**src/pkg/cej_pkg.sv**
```systemverilog
// constants, opcodes and state codes for the jump/flag/nonvolatile-read core slice
// Notes on behaviour
// - nonvolatile read loads accumulator, updates sign/nonzero
// - nonvolatile read: one byte, six cycles minimum, longer while data is late
// - nonvolatile read holds one return-stack entry
// - flag refresh sets sign and nonzero flags
// - flag refresh: accumulator untouched, one byte/cycle
// - jump loads program counter, flags untouched
// - relative jump 2B/3cyc, absolute 3B/4cyc
// - program counter spans whole 8 kB space
package cej_pkg;

  // widths
  localparam int unsigned PC_W_DEF   = 13;     // 8 kB program space
  localparam int unsigned EPR_AW_DEF = 6;      // nonvolatile word address width
  localparam int unsigned WORD_W     = 24;     // accumulator width
  localparam int unsigned SIGN_POS   = 23;     // sign bit position
  localparam int unsigned ACC_CNT    = 4;      // x, y, z, r

  // accumulator select codes (low two opcode bits)
  localparam logic [1:0] ACC_X = 2'h0;
  localparam logic [1:0] ACC_Y = 2'h1;
  localparam logic [1:0] ACC_Z = 2'h2;
  localparam logic [1:0] ACC_R = 2'h3;

  // opcode bytes; upper six bits for register forms
  localparam logic [5:0] OP_GETEPR_HI  = 6'h04; // 0x10..0x13
  localparam logic [5:0] OP_GETFLAG_HI = 6'h05; // 0x14..0x17
  localparam logic [7:0] OP_GOTO_REL   = 8'h20;
  localparam logic [7:0] OP_GOTO_ABS   = 8'h21;

  // timing in core cycles
  localparam int unsigned EPR_CYCLES = 6;
  localparam logic [2:0]  EPR_LAST   = 3'(EPR_CYCLES - 1); // cycles spent after decode

  // reset values
  localparam logic [23:0] ACC_RST = 24'h00_0000;

  // instruction classes
  typedef enum logic [2:0] {
    CLS_GETEPR  = 3'b000,
    CLS_GETFLAG = 3'b001,
    CLS_REL     = 3'b010,
    CLS_ABS     = 3'b011,
    CLS_BAD     = 3'b100
  } cej_class_type;

  // sequencer states
  typedef enum logic [2:0] {
    ST_FETCH = 3'b000,
    ST_REL   = 3'b001,
    ST_AHI   = 3'b010,
    ST_ALO   = 3'b011,
    ST_JMP   = 3'b100,
    ST_EPR   = 3'b101
  } cej_state_type;

  // opcode byte to instruction class
  function automatic cej_class_type op_class(input logic [7:0] op);
    if (op[7:2] == OP_GETEPR_HI)       op_class = CLS_GETEPR;
    else if (op[7:2] == OP_GETFLAG_HI) op_class = CLS_GETFLAG;
    else if (op == OP_GOTO_REL)        op_class = CLS_REL;
    else if (op == OP_GOTO_ABS)        op_class = CLS_ABS;
    else                               op_class = CLS_BAD;
  endfunction

endpackage

```
**src/cej_core.sv**
```systemverilog
// instruction sequencer for nonvolatile read, flag refresh and unconditional jump
`timescale 1ns/1ps
module cej_core #(
  parameter int unsigned PC_W   = cej_pkg::PC_W_DEF,    // program counter width
  parameter int unsigned EPR_AW = cej_pkg::EPR_AW_DEF   // nonvolatile address width
) (
  input  wire logic              ref_clk,      // core clock
  input  wire logic              sys_rst,      // async reset, high
  output logic [PC_W-1:0]        pmem_addr,    // program byte address
  input  wire logic [7:0]        pmem_data,    // program byte at pmem_addr
  input  wire logic [EPR_AW-1:0] ram_ptr,      // RAM address pointer
  output logic                   epr_req,      // nonvolatile read request
  output logic [EPR_AW-1:0]      epr_addr,     // nonvolatile word address
  input  wire logic              epr_ack,      // read data valid
  input  wire logic [23:0]       epr_rdata,    // read data
  input  wire logic              stack_free,   // a return-stack entry is free
  output logic                   stack_push,   // occupy one entry
  output logic                   stack_pop,    // release the entry
  output logic                   flag_sign,    // sign flag
  output logic                   flag_nonzero, // nonzero flag
  output logic [23:0]            acc_x,        // accumulators
  output logic [23:0]            acc_y,
  output logic [23:0]            acc_z,
  output logic [23:0]            acc_r,
  output logic                   instr_done,   // pulse after an instruction ends
  output logic                   bad_opcode    // pulse on unknown opcode
);

  // refuse widths the target arithmetic cannot serve
  if (PC_W < 13 || PC_W > 16) begin : g_pc_chk
    $error("PC_W must lie in 13..16");
  end
  if (EPR_AW < 1 || EPR_AW > 16) begin : g_aw_chk
    $error("EPR_AW must lie in 1..16");
  end

  // whole module state
  typedef struct packed {
    cej_pkg::cej_state_type st;    // sequencer state
    logic [PC_W-1:0]        pc;    // program counter
    logic [PC_W-1:0]        tgt;   // jump target being built
    logic [2:0]             cnt;   // cycles spent in read
    logic [1:0]             sel;   // selected accumulator
    logic [23:0]            rdat;  // captured read word
    logic                   got;   // read word captured
    logic [3:0][23:0]       acc;   // x, y, z, r
    logic                   fs;    // sign flag
    logic                   fz;    // nonzero flag
    logic [EPR_AW-1:0]      eaddr; // read address
    logic                   ereq;  // read outstanding
    logic                   push;  // stack occupy pulse
    logic                   pop;   // stack release pulse
    logic                   done;  // instruction end pulse
    logic                   bad;   // unknown opcode pulse
  } cej_core_type;

  cej_core_type q_r;    // registered state
  cej_core_type q_nxt;  // next state

  cej_pkg::cej_class_type cls;  // class of byte on the bus
  logic [23:0] fe_val;          // word fed to flag evaluation
  logic        fe_sign;         // its sign
  logic        fe_nz;           // its nonzero
  logic        rd_last;         // read completes this cycle
  logic [23:0] rd_word;         // word to load on completion

  assign cls = cej_pkg::op_class(pmem_data);

  // read completes in its sixth cycle once data has arrived
  assign rd_last = (q_r.st == cej_pkg::ST_EPR) && (q_r.cnt == cej_pkg::EPR_LAST) &&
                   (q_r.got || (q_r.ereq && epr_ack));
  assign rd_word = q_r.got ? q_r.rdat : epr_rdata;

  // flag source: read word during a read, else the selected accumulator
  assign fe_val = (q_r.st == cej_pkg::ST_EPR) ? rd_word : q_r.acc[pmem_data[1:0]];

  cej_flag_eval u_flag (
    .value   (fe_val),
    .sign    (fe_sign),
    .nonzero (fe_nz)
  );

  // next-state logic
  always_comb begin
    q_nxt      = q_r;
    q_nxt.push = 1'b0;
    q_nxt.pop  = 1'b0;
    q_nxt.done = 1'b0;
    q_nxt.bad  = 1'b0;
    unique case (q_r.st)
      cej_pkg::ST_FETCH: begin
        unique case (cls)
          cej_pkg::CLS_GETFLAG: begin
            // flags only, accumulator untouched, single cycle
            q_nxt.fs   = fe_sign;
            q_nxt.fz   = fe_nz;
            q_nxt.pc   = q_r.pc + PC_W'(1);
            q_nxt.done = 1'b1;
          end
          cej_pkg::CLS_GETEPR: begin
            // wait for a free stack entry, then occupy it
            if (stack_free) begin
              q_nxt.push  = 1'b1;
              q_nxt.sel   = pmem_data[1:0];
              q_nxt.eaddr = ram_ptr;
              q_nxt.ereq  = 1'b1;
              q_nxt.got   = 1'b0;
              q_nxt.cnt   = 3'h1;
              q_nxt.pc    = q_r.pc + PC_W'(1);
              q_nxt.st    = cej_pkg::ST_EPR;
            end
          end
          cej_pkg::CLS_REL: begin
            q_nxt.pc = q_r.pc + PC_W'(1);
            q_nxt.st = cej_pkg::ST_REL;
          end
          cej_pkg::CLS_ABS: begin
            q_nxt.pc = q_r.pc + PC_W'(1);
            q_nxt.st = cej_pkg::ST_AHI;
          end
          cej_pkg::CLS_BAD: begin
            // unknown byte skipped as a one-cycle no-op
            q_nxt.pc  = q_r.pc + PC_W'(1);
            q_nxt.bad = 1'b1;
          end
        endcase
      end
      cej_pkg::ST_REL: begin
        // signed offset from the byte after the instruction
        q_nxt.tgt = q_r.pc + PC_W'(1) + {{(PC_W-8){pmem_data[7]}}, pmem_data};
        q_nxt.st  = cej_pkg::ST_JMP;
      end
      cej_pkg::ST_AHI: begin
        // high target bits first
        q_nxt.tgt = {pmem_data[PC_W-9:0], 8'h00};
        q_nxt.pc  = q_r.pc + PC_W'(1);
        q_nxt.st  = cej_pkg::ST_ALO;
      end
      cej_pkg::ST_ALO: begin
        q_nxt.tgt[7:0] = pmem_data;
        q_nxt.st       = cej_pkg::ST_JMP;
      end
      cej_pkg::ST_JMP: begin
        // load target; flags stay as they are
        q_nxt.pc   = q_r.tgt;
        q_nxt.done = 1'b1;
        q_nxt.st   = cej_pkg::ST_FETCH;
      end
      cej_pkg::ST_EPR: begin
        // capture returned word, keep counting to the sixth cycle
        if (q_r.ereq && epr_ack) begin
          q_nxt.ereq = 1'b0;
          q_nxt.got  = 1'b1;
          q_nxt.rdat = epr_rdata;
        end
        if (q_r.cnt != cej_pkg::EPR_LAST) begin
          q_nxt.cnt = q_r.cnt + 3'h1;
        end
        if (rd_last) begin
          q_nxt.acc[q_r.sel] = rd_word;
          q_nxt.fs   = fe_sign;
          q_nxt.fz   = fe_nz;
          q_nxt.pop  = 1'b1;
          q_nxt.done = 1'b1;
          q_nxt.st   = cej_pkg::ST_FETCH;
        end
      end
      default: begin
        // illegal code recovers to fetch
        q_nxt.st = cej_pkg::ST_FETCH;
      end
    endcase
  end

  // state register
  always_ff @(posedge ref_clk or posedge sys_rst) begin
    if (sys_rst) begin
      q_r      <= '0;
      q_r.st   <= cej_pkg::ST_FETCH;
      q_r.acc  <= {cej_pkg::ACC_CNT{cej_pkg::ACC_RST}};
    end else begin
      q_r <= q_nxt;
    end
  end

  // outputs straight from state flops
  assign pmem_addr    = q_r.pc;
  assign epr_req      = q_r.ereq;
  assign epr_addr     = q_r.eaddr;
  assign stack_push   = q_r.push;
  assign stack_pop    = q_r.pop;
  assign flag_sign    = q_r.fs;
  assign flag_nonzero = q_r.fz;
  assign acc_x        = q_r.acc[cej_pkg::ACC_X];
  assign acc_y        = q_r.acc[cej_pkg::ACC_Y];
  assign acc_z        = q_r.acc[cej_pkg::ACC_Z];
  assign acc_r        = q_r.acc[cej_pkg::ACC_R];
  assign instr_done   = q_r.done;
  assign bad_opcode   = q_r.bad;

  logic st_fetch;
  assign st_fetch = (q_r.st == cej_pkg::ST_FETCH);
endmodule

```
**src/cej_flag_eval.sv**
```systemverilog
// sign and nonzero evaluation of one accumulator word
`timescale 1ns/1ps
module cej_flag_eval (
  input  wire logic [23:0] value,     // word under test
  output logic             sign,      // negative
  output logic             nonzero    // differs from zero
);
  // two's complement sign and any-bit-set
  always_comb begin
    sign    = value[cej_pkg::SIGN_POS];
    nonzero = |value;
  end
endmodule

```
**config.mk**
```make
export PLATFORM = sky130hd
export DESIGN_NAME = cej_core
export DESIGN_NICKNAME = d
export VERILOG_FILES = /design/src/pkg/cej_pkg.sv /design/src/cej_core.sv /design/src/cej_flag_eval.sv
export SDC_FILE = /design/constraint.sdc
export NUM_CORES = 1
export LEC_CHECK = 0
export BUFFER_PORTS_ARGS = -buffer_cell sky130_fd_sc_hd__buf_2
export CAP_MARGIN = 20
export CORE_AREA = 5 5 151 153
export DETAILED_ROUTE_END_ITERATION = 6
export DIE_AREA = 0 0 156 158
export PLACE_DENSITY_LB_ADDON = 0.25
export REMOVE_ABC_BUFFERS = 1
export SLEW_MARGIN = 5
export SYNTH_ARGS = -nofsm -noshare
export SYNTH_HDL_FRONTEND = slang
export SYNTH_SLANG_ARGS = --single-unit
```
**constraint.sdc**
```tcl
create_clock -name ref_clk -period 6.8 [get_ports ref_clk]
set_input_delay 0.34 -clock ref_clk [delete_from_list [all_inputs] [get_ports ref_clk]]
set_output_delay 0.34 -clock ref_clk [all_outputs]
set_load 0.01 [all_outputs]
```
Yosys cells after proc, flatten, opt, wreduce, memory -nomap -nowiden. Index checks and enable logic that the tools add are counted.

Output and inout bits: 122. Input bits: 42. Logic and storage cells: 112. Flip-flop bits (word level): 168.

Add/sub/neg operators: 3. Reductions and logical operators: 22. Order comparisons: 3. Muxes and demuxes: 41. Eq/ne operators: 23.

Operator list (count): bitwise mux 96 bit (1); 2-to-1 mux 24 bit (4); binary-select mux 24 bit (select 2 bit) (1); demux 24 bit (select 2 bit) (1); one-hot mux 13 bit (3 select lines) (1); one-hot mux 13 bit (2 select lines) (1); one-hot mux 8 bit (3 select lines) (1); OR reduction 24 bit (1); 2-to-1 mux 3 bit (6); == test 8 x 6 -> 1 bit, second input constant (2); 2-to-1 mux 16 bit (1); adder 13 x 1 -> 13 bit, second input constant (1); adder 13 bit (1); == test 3 x 2 -> 1 bit, second input constant (4); == test 3 bit, second input constant (4); == test 6 x 3 -> 1 bit, second input constant (2); one-hot mux 3 bit (4 select lines) (1); 2-to-1 mux 2 bit (5); 2-to-1 mux 5 bit (2); one-hot mux 5 bit (2 select lines) (1); 2-to-1 mux 1 bit (9); one-hot mux 3 bit (3 select lines) (1); AND reduction 3 bit (3); AND reduction 4 bit (2); 20 further kinds (36).

Longest topological paths before layout. Gate-level depths: netlist of run 1.

Depth after elaboration: 9. Mapped depth: 11.

Hierarchy. From an unflattened synthesis of run 1, not the netlist that was laid out.

Cell total of the unflattened synthesis: 943. Area, all modules: 9385.3 µm².

By module, submodules not included: cej_core (times used 1, area an instance 9326.4 µm², seq. area each 4204.0 µm², cells an instance 934); cej_flag_eval (times used 1, area an instance 58.8 µm², seq. area each 0.0 µm², cells an instance 9).

Worst setup path after synthesis of run 1. Ideal clock, no wire load.

Path type: register -> register. From: register q_r, in the netlist pmem_addr[0]. To: register q_r[150] (netlist bit). Buffers on the path: 1. Arrival: 2.737 ns. Required time: 6.674 ns. Setup time: 0.126 ns. Stages on the path, launching flop included: 12. Clock period less this slack: 2.863 ns. Slack: 3.937 ns. Path through: dfrtp_1 ha_1 nand3_1 or2_2 xnor2_1 ha_1 clkbuf_1 a21o_1 a221oi_1 o21ai_0 mux2i_1 a221o_1.

Longest elaborated chain between the ends: 3.

Ends and longest elaborated chain: start, declared (RTL line cej_core.sv:57) `cej_core_type q_r;`; start signal, assigned (RTL line cej_core.sv:182) `q_r <= q_nxt;`; adder 13 x 1 -> 13 bit (RTL line cej_core.sv:130) `q_nxt.tgt = q_r.pc + PC_W'(1) + {{(PC_W-8){pmem_data[7]}}, pmem_data};`; adder 13 bit (RTL line cej_core.sv:130); one-hot mux 5 bit (2 select lines) (RTL line cej_core.sv:90) `unique case (q_r.st)`.

Every way passes these cells. A chain may end at the register's enable or synchronous reset.

Worst setup path in the final report of run 1. Ends and elaborated chain as after synthesis.

==> results.toml, run 1 <==
[floorplanning]
die_area_mm2 = 0.0246
ioPinCount = 164
die_x_um = 156
dieHeight_um = 158
rows = 54
coreArea_mm2 = 0.0214
initial_core_util_pct = 41.9

[layout]
drive_gt1_share_pct = 24.9
design_area_mm2 = 0.00976
final_util_pct = 45.6
area_delta_synth_final_pct = 8.61
nNetsFinal = 1021

[drt]
vias = 6664
drtIter0Drc = 419
drtAntennaViolNets = 0
drt-vias-per-instance = 5.31
drcViolationCount = 0
dr_wl_met2_um = 11100
drt-total-wl_um = 23600
top_layer = "met5"
drt-pass1-iter-count = 5
dr_wl_met3_um = 1620
wl_met1_um = 10500
avgRoutedWirePerCell_um = 18.8

[synth]
syn_area_mm2 = 0.00898
synthDistinctLibCells = 68
synth.largest_area_cell = "dfrtp_1"
synth.area.top_cells = "dfrtp_1 47%, buf_4 9.8%, a21oi_1 4.5%"
syn-instance-count = 931
ys_ff_latch = 168
ys.flop_type = "dfrtp_1"
synth_top_area_share_pct = 46.8
synth_edf_count = 0
post-synth-top-count-cell = "dfrtp_1"
yosysWarningCount = 0
synthArstFlopShare_pct = 100
synth.avg_cell_area_um2 = 9.65
synth_commonest_cells = "168 x dfrtp_1, 117 x buf_4, 101 x nand2_1"
ys_seq_area_share_pct = 46.8

[critical_path]
slowest_delay_ps = 450
arrival_ps = 3440
crit_fanout = 9
crit_family = "compound AO/OA/AOI/OAI gates"
critical_path_buf_inv_count = 0
crit_top_cell = "ha_1"
crit_slowest_cell = "dfrtp_1"
crit_path_end_kind = "flip-flop"
cp_cell_sequence = "ha_1, nand3_1, or2_2, xnor2_1, ha_1, a21o_1, a221oi_1, o21ai_0, mux2i_1, a221o_1"
startpoint_type = "flip-flop"
critPathRequiredTime_ps = 7110
crit_type = "flip-flop to flip-flop"

[global_routing]
grt_max_degree = 66
antenna_found_initial = 2
grt_pass1_wl_um = 37700
gr-total-overflow = 0
grt_use_total_pct = 19.7
grt_pass1_vias = 6499

[flow_run]
maxCapViolations = 0

[sta]
slew_viol_final = 0
maxSlewHeadroom_pct = 28.8
fin_tns_setup_ps = 0
finalHoldViolations = 0
setup_viol_count_final = 0
holdWs_ps = 108
fmax_ghz = 0.320
worst_pin_slew_ps = 1070
fin_crit_ps = 3130
rsz0062_at_grt = "no"
fin_skew_ps = 12.5
finalCritPeriodShare_pct = 46.0

[power]
p_leak_nw = 4.88
ir_drop_uv = 177
powerDensity_mw_per_mm2 = 317
power_w = 0.00309

[clock_tree]
clk_pin_slew_ps = 70
clockBufferDepth = 2
root_buffer = "clkbuf_16"
cts_tree = "yes"
numCtsBuffers = 17
cts-resized-gates = 0
insertion_delay_ps = 430
numClockSinks = 168
cts_max_level = 4
cts_setup_buffers = 0

[placed_design]
dp_hpwl_um = 17400
place.gp.congestion = 0.953
dpl-instance-area_mm2 = 0.00913
io_buffers = 163

[run_status]
outcome = "complete, no violations"

[worst_hold_path]
hp-class = "primary input to flip-flop"
-- layer usage --
layer  vias to the layer above  GRT usage (%)
met5                         -              0
met2                       190           31.0
li1                       3230              -
met4                         4           4.63
met1                      3212           26.4
met3                        28           6.45
-- power by group --
group	total [W]	internal [W]	leakage [nW]	switching [W]
Sequential	0.00123	0.00110	2.28	0.000130
Combinational	0.000871	0.000383	2.32	0.000489
Clock	0.000988	0.000527	0.283	0.000461
Total	0.00309	0.00201	4.88	0.00108
-- cells by family after synthesis --
family,synth area share [%]
AOI/OAI and AO/OA,13.8
xor gates and xnor gates,1.66
adders and majority gates,2.59
buffers and inverters,12.5
DFF,46.8
muxes,6.84
and+or+nand+nor,15.8
-- layout by cell type (no fill, tap or decap), types with 3 or more instances in the layout --
cell type / n
nor2b_1: 6
xnor2_1: 11
buf_2: 163
clkinvlp_4: 4
clkinv_8: 3
nor4_1: 28
or4_1: 4
nor2_1: 77
a21oi_1: 80
inv_8: 4
a22o_1: 5
a21o_1: 7
buf_4: 4
nand3_1: 20
nand4_1: 5
dfrtp_1: 167
xor2_1: 6
a2111oi_0: 3
mux2i_1: 31
o21ai_0: 73
nor3_1: 11
nand2_1: 101
ha_1: 17
o22ai_1: 7
nand2b_1: 11
and4_1: 3
inv_6: 4
mux2_2: 25
a2bb2oi_1: 3
a221oi_1: 3
a31oi_1: 4
inv_1: 7
and3_1: 6
clkbuf_16: 17
o21a_1: 3
-- state kept, by name (all words and copies together) (netlist names) --
name	cells
q_r	46
acc_r	24
acc_x	24
acc_y	24
acc_z	24
pmem_addr	13
epr_addr	6
bad_opcode	1
epr_req	1
flag_nonzero	1
flag_sign	1
instr_done	1
stack_pop	1
stack_push	1
-- final cells by class --
type	count	area, µm²
fill	2020	11700
sequential	168	4210
multi-input combinational	595	3670
timing repair buffer	170	888
clock buffer	17	425
tap	280	350
clock inverter	15	180
inverter	9	38.8
antenna	1	2.50
-- worst reg2reg max path: stages, from the launching register on --
cell,delay (ps)
dfrtp_1,450
ha_1,260
nand3_1,270
or2_2,420
xnor2_1,140
ha_1,390
a21o_1,190
a221oi_1,270
o21ai_0,170
mux2i_1,160
a221o_1,290
-- through the flow --
| stage | instances | setup WS [ps] |
|---|---|---|
| 5_1_grt | 1254 | 3370 |
| 4_1_cts | 1253 | 3690 |
| 2_1_floorplan | 772 | 1910 |
| 6_report | 1255 | 3670 |
| 3_5_place_dp | 1220 | 3690 |
| 3_3_place_gp | 1219 | 3750 |
-- what timing repair did --
item / CTS / global route
endpoints found under the setup margin: 0 / 0
hold buffers: 1 / 0
hold endpoints to repair: 52 / 0
-- worst paths after layout --
check,from,to,slack [ps],cells past startpoint
max in group asynchronous,sys_rst,q_r[114],5060,4
worst min-delay path,ram_ptr[5],epr_addr[5],110,3
min in group asynchronous,sys_rst,pmem_addr[3],500,3
worst max-delay path,pmem_addr[0],q_r[150],3670,10
worst max register to register,pmem_addr[0],q_r[150],3670,10
worst min register to register,epr_addr[5],epr_addr[5],470,2
(Power assumes the default switching activity.)
==> inputs of run 2 (changes only) <==
Clock period 6.8 ns to 2.95 ns, I/O delays scaled along.
==> run 2 against run 1 <==
- power grew 140%
- clock power increased by 130%
- cell count increased by 4.5%
- clock skew is 1.8 ps higher
- register-to-register slack worse by 3500 ps
- worst setup slack got worse by 3500 ps
==> results.toml, run 2 (same netlist as run 1, synthesis figures left out) <==
[critical_path]
crit_family = "simple AND/OR/NAND/NOR gates"
critical_path_buf_inv_count = 0
ff2ff_path_depth = 10
r2r_slack_ps = 200
critPathRequiredTime_ps = 3260
cp_cell_sequence = "and4_1, and4_2, nand3_1, xnor2_1, ha_1, and3_1, a221oi_1, o21ai_1, mux2i_1, a221o_1"
crit_path_end_kind = "flip-flop"
crit_fanout = 7
slowest_delay_ps = 440
timing.rr.start = "pmem_addr[2]"
arrival_ps = 3060
crit_start = "pmem_addr[2]"
cp-endpoint = "q_r[150]"
crit_type = "flip-flop to flip-flop"
crit_cells = 10
worst_r2r_endpoint = "q_r[150]"
startpoint_type = "flip-flop"
crit_slowest_cell = "dfrtp_2"

[clock_tree]
numCtsBuffers = 17
clk_pin_slew_ps = 70
insertion_delay_ps = 440
cts_max_level = 4
root_buffer = "clkbuf_16"
cts_tree = "yes"
clockBufferDepth = 2
numClockSinks = 168

[power]
p_clk_share_pct = 30.7
swShare_pct = 35.4
powerDensity_mw_per_mm2 = 714
p_switching_w = 0.00260
p_seq_share_pct = 38.3
p_leak_nw = 5.15
p_comb_share_pct = 31.0
p_int_w = 0.00474
ir_drop_uv = 362

[drt]
drcViolationCount = 0
vias = 6984
avgRoutedWirePerCell_um = 18.7
drtIter0Drc = 447
drt-vias-per-instance = 5.33
drtAntennaViolNets = 0
drt-pass1-iter-count = 4
drt-total-wl_um = 24500

[layout]
final_cells = 1311
final_cell_mix = "165 x dfrtp_1, 163 x buf_2, 101 x nand2_1"
top_register = "q_r"
final_common_cell = "dfrtp_1"
largest_reg_flops = 46
diodes = 0
drive_gt1_share_pct = 26.8
nFillCells = 2092
nNetsFinal = 1078
area_delta_synth_final_pct = 14.5

[global_routing]
gr-total-overflow = 0
grt_pass1_wl_um = 39100
antenna_found_initial = 0
grt_max_degree = 77
grt_pass1_vias = 6983
grt_use_total_pct = 20.3

[sta]
fin_crit_ps = 2750
finalCritPeriodShare_pct = 93.3
fin_skew_ps = 14.3
maxSlewHeadroom_pct = 34.3
slew_viol_final = 0
worst_pin_slew_ps = 985
setup_viol_count_final = 0
rsz0062_at_grt = "no"
fmax_ghz = 0.363
fin_tns_setup_ps = 0
finalHoldViolations = 0

[floorplanning]
die_area_mm2 = 0.0246
initial_core_util_pct = 41.9
rows = 54
dieHeight_um = 158
die_x_um = 156
ioPinCount = 164
coreArea_mm2 = 0.0214

[flow_run]
maxCapViolations = 0

[placed_design]
dp_cells = 1248
io_buffers = 163
dp_hpwl_um = 18100
place.gp.congestion = 0.901

[run_status]
outcome = "complete, no violations"

[worst_hold_path]
hold_depth = 2
hp-class = "primary input to flip-flop"
==> run 2: cell count changes in the layout (fill, tap and decap cells not counted), sizes merged <==
cell	before	now
buf	168	197
bufinv	1	0
clkbuf	18	17
clkinv	3	8
clkinvlp	4	1
diode	1	0
dlygate4sd3	1	30
inv	16	15
==> run 2: area by class of cell <==
type	count	area (µm²)	area share, %
inverters	9	38.8	0.377
repair buffers	227	1410	13.7
clock buffers	17	425	4.14
well taps	280	350	3.41
flip-flops and latches	168	4210	40.9
multi-input cells	595	3670	35.7
clock inverters	15	180	1.75
==> run 2: how the worst min path moves through the flow <==
stage | start | end
final | epr_rdata[23] | q_r[133]
after global routing | epr_rdata[23] | q_r[133]
after global placement | sys_rst | pmem_addr[3]
after detailed placement | sys_rst | pmem_addr[3]
after floorplan | ram_ptr[0] | epr_addr[0]
after CTS | epr_rdata[23] | q_r[133]
==> run 2: per-layer routing <==
layer	GRT usage, %	up-vias	routed length, µm
met3	4.89	33	1620
met4	6.42	0	558
li1	-	3343	-
met5	0	-	0
met1	27.5	3385	10900
met2	32.3	223	11500
==> run 2: power by group through the flow <==
stage	clock network (W)	registers, W	logic [W]
after floorplan	0	0.00285	0.00144
after global placement	0	0.00284	0.00219
after detailed placement	0	0.00285	0.00221
after CTS	0.00230	0.00280	0.00225
after global routing	0.00240	0.00285	0.00256
final	0.00225	0.00281	0.00227
==> run 2: worst reg2reg max path, cell delays in order (launching register included) <==
cell      delay [ps]
dfrtp_2          440
and4_1           260
and4_2           300
nand3_1          150
xnor2_1          170
ha_1             290
and3_1           210
a221oi_1         240
o21ai_1          140
mux2i_1          140
a221o_1          300
==> run 2: metrics by stage <==
step	setup slack, ps	hold slack, ps	power, W	cell area (µm²)	utilization (%)
floorplan	-1740	253	0.00429	7890	-
global placement	117	328	0.00503	9360	43.7
detailed placement	58.4	330	0.00505	9360	43.7
CTS	41.4	5.15	0.00736	10300	47.9
global route	3.36	13.3	0.00781	10300	48.0
finish	198	18.2	0.00734	10300	48.0
==> run 2: repair_timing <==
item	in CTS	in global routing
hold buffers	30	0
buffers inserted	0	1
endpoints found under the hold margin	102	0
gates resized for setup	0	6
endpoints found under the setup margin	0	4
==> inputs of run 3 (changes only) <==
Settings changed: GPL_TIMING_DRIVEN set to 0.
==> run 3 against run 2 <==
- fmax is 3.0% lower
- clock-buffer cell count stayed put
- hold slack better by 16 ps
- clock skew hardly changed
- sequential share of layout area is 0.22 points lower
- critical endpoint unchanged
- register-to-register slack worse by 90 ps
- cell count is 1.4% lower
- combinational power is 2% lower
- power is 0.34% higher
- critical path type unchanged
- critical path depth stayed put
- worst setup slack worse by 86 ps
==> results.toml, run 3 (same netlist as run 1, synthesis figures left out) <==
[run_status]
outcome = "complete, no violations"

[placed_design]
dp_hpwl_um = 17500
place.gp.congestion = 0.896
dpl-instance-area_mm2 = 0.00928
io_buffers = 163

[sta]
setup_viol_count_final = 0
finalCritPeriodShare_pct = 96.2
slew_viol_final = 0
worst_pin_slew_ps = 1000
fmax_ghz = 0.352
fin_crit_ps = 2840
fin_skew_ps = 14.5
rsz0062_at_grt = "no"
finalHoldViolations = 0
holdWs_ps = 34.5
maxSlewHeadroom_pct = 33.0

[critical_path]
cp_cell_sequence = "and4_4, and4_4, nand3_2, xnor2_2, ha_2, and3_1, a221oi_1, o21ai_1, mux2i_1, a221o_1"
arrival_ps = 3150
crit_top_cell = "and4_4"
slowest_delay_ps = 430
crit_path_end_kind = "flip-flop"
crit_type = "flip-flop to flip-flop"
crit_slowest_cell = "dfrtp_2"
critPathRequiredTime_ps = 3260
crit_fanout = 8
critical_path_buf_inv_count = 0
crit_family = "simple AND/OR/NAND/NOR gates"
startpoint_type = "flip-flop"

[floorplanning]
initial_core_util_pct = 41.9
coreArea_mm2 = 0.0214
rows = 54
dieHeight_um = 158
die_x_um = 156
die_area_mm2 = 0.0246
ioPinCount = 164

[drt]
drt-vias-per-instance = 5.30
drcViolationCount = 0
drtAntennaViolNets = 0
drt-total-wl_um = 24100
drtIter0Drc = 491
avgRoutedWirePerCell_um = 18.7
drt-pass1-iter-count = 4
vias = 6849

[clock_tree]
clockBufferDepth = 2
clk_pin_slew_ps = 80
insertion_delay_ps = 430
numClockSinks = 168
cts_tree = "yes"
cts_max_level = 4
numCtsBuffers = 17
root_buffer = "clkbuf_16"

[flow_run]
maxCapViolations = 0

[power]
p_comb_share_pct = 30.2
ir_drop_uv = 370
p_seq_share_pct = 38.4
p_int_w = 0.00472
p_clk_share_pct = 31.4
powerDensity_mw_per_mm2 = 712
p_leak_nw = 5.13
swShare_pct = 35.9
p_switching_w = 0.00264

[layout]
drive_gt1_share_pct = 26.5
area_delta_synth_final_pct = 15.2
final_cell_mix = "163 x buf_2, 162 x dfrtp_1, 101 x nand2_1"
largest_reg_flops = 46
final_common_cell = "buf_2"
final_util_pct = 48.3
design_area_mm2 = 0.0103
top_register = "q_r"
diodes = 0
nNetsFinal = 1059

[worst_hold_path]
hp-class = "primary input to flip-flop"

[global_routing]
grt_pass1_wl_um = 37500
antenna_found_initial = 0
grt_max_degree = 88
grt_pass1_vias = 6594
grt_use_total_pct = 19.5
gr-total-overflow = 0
## run 3: changes by cell type in the layout (fill, tap and decap cells not counted), sizes merged
cell,before,now
buf,197,176
clkbuf,17,18
clkinv,8,7
clkinvlp,1,0
dlygate4sd3,30,31
inv,15,17
## run 3: final timing paths
path / startpoint / endpoint / slack [ps] / cells after the start
setup / recovery: pmem_addr[0] / q_r[150] / 110 / 10
hold / removal: pmem_data[6] / q_r[145] / 30 / 3
setup reg to reg: pmem_addr[0] / q_r[150] / 110 / 10
hold reg to reg: epr_addr[4] / epr_addr[4] / 480 / 2
max in group asynchronous: sys_rst / q_r[129] / 1750 / 4
min in group asynchronous: sys_rst / pmem_addr[3] / 340 / 3
## run 3: stage by stage
stage                     setup WS (ps)  instances  TNS [ps]  power, W
after floorplan                   -1740        772   -302740   0.00429
after global placement            -3980       1215   -791150   0.00483
after detailed placement           -313       1223     -2100   0.00488
after CTS                         -80.2       1286     -80.2   0.00727
after global routing               9.82       1292         0   0.00780
final                               113       1292         0   0.00737
## run 3: layout make-up
class | instances | area (µm²)
inverter | 9 | 41.3
fill | 2011 | 11100
multi-input combinational | 595 | 3730
timing repair buffer | 208 | 1390
clock inverter | 15 | 199
clock buffer | 17 | 425
sequential | 168 | 4210
tap | 280 | 350
## run 3: timing repair
| action | CTS | global route |
|---|---|---|
| hold buffers | 31 | 0 |
| pin swaps | 0 | 3 |
| cloned | 0 | 0 |
| hold endpoints to repair | 116 | 0 |
| endpoints found under the setup margin | 20 | 3 |
| gates resized for setup | 8 | 14 |
| setup buffers | 0 | 4 |
## run 3: power by group through the flow
stage / Sequential (W) / Clock (W) / Combinational, W
3_5_place_dp: 0.00287 / 0 / 0.00201
3_3_place_gp: 0.00286 / 0 / 0.00197
5_1_grt: 0.00287 / 0.00245 / 0.00248
2_1_floorplan: 0.00285 / 0 / 0.00144
4_1_cts: 0.00283 / 0.00235 / 0.00209
6_report: 0.00283 / 0.00231 / 0.00223
## run 3: per-layer routing
metal	part of all wire, %	up-vias	wire length (µm)	global-route usage [%]
met1	45	3334	10800	26.5
met3	5.6	29	1360	3.96
li1	-	3305	-	-
met2	48	181	11500	31.7
met5	0	-	0	0
met4	1.9	0	469	6.17
## run 3: tightest hold or removal path, stage by stage
cell and delay, ps:
buf_2 130, a32oi_1 100, o21ai_0 60
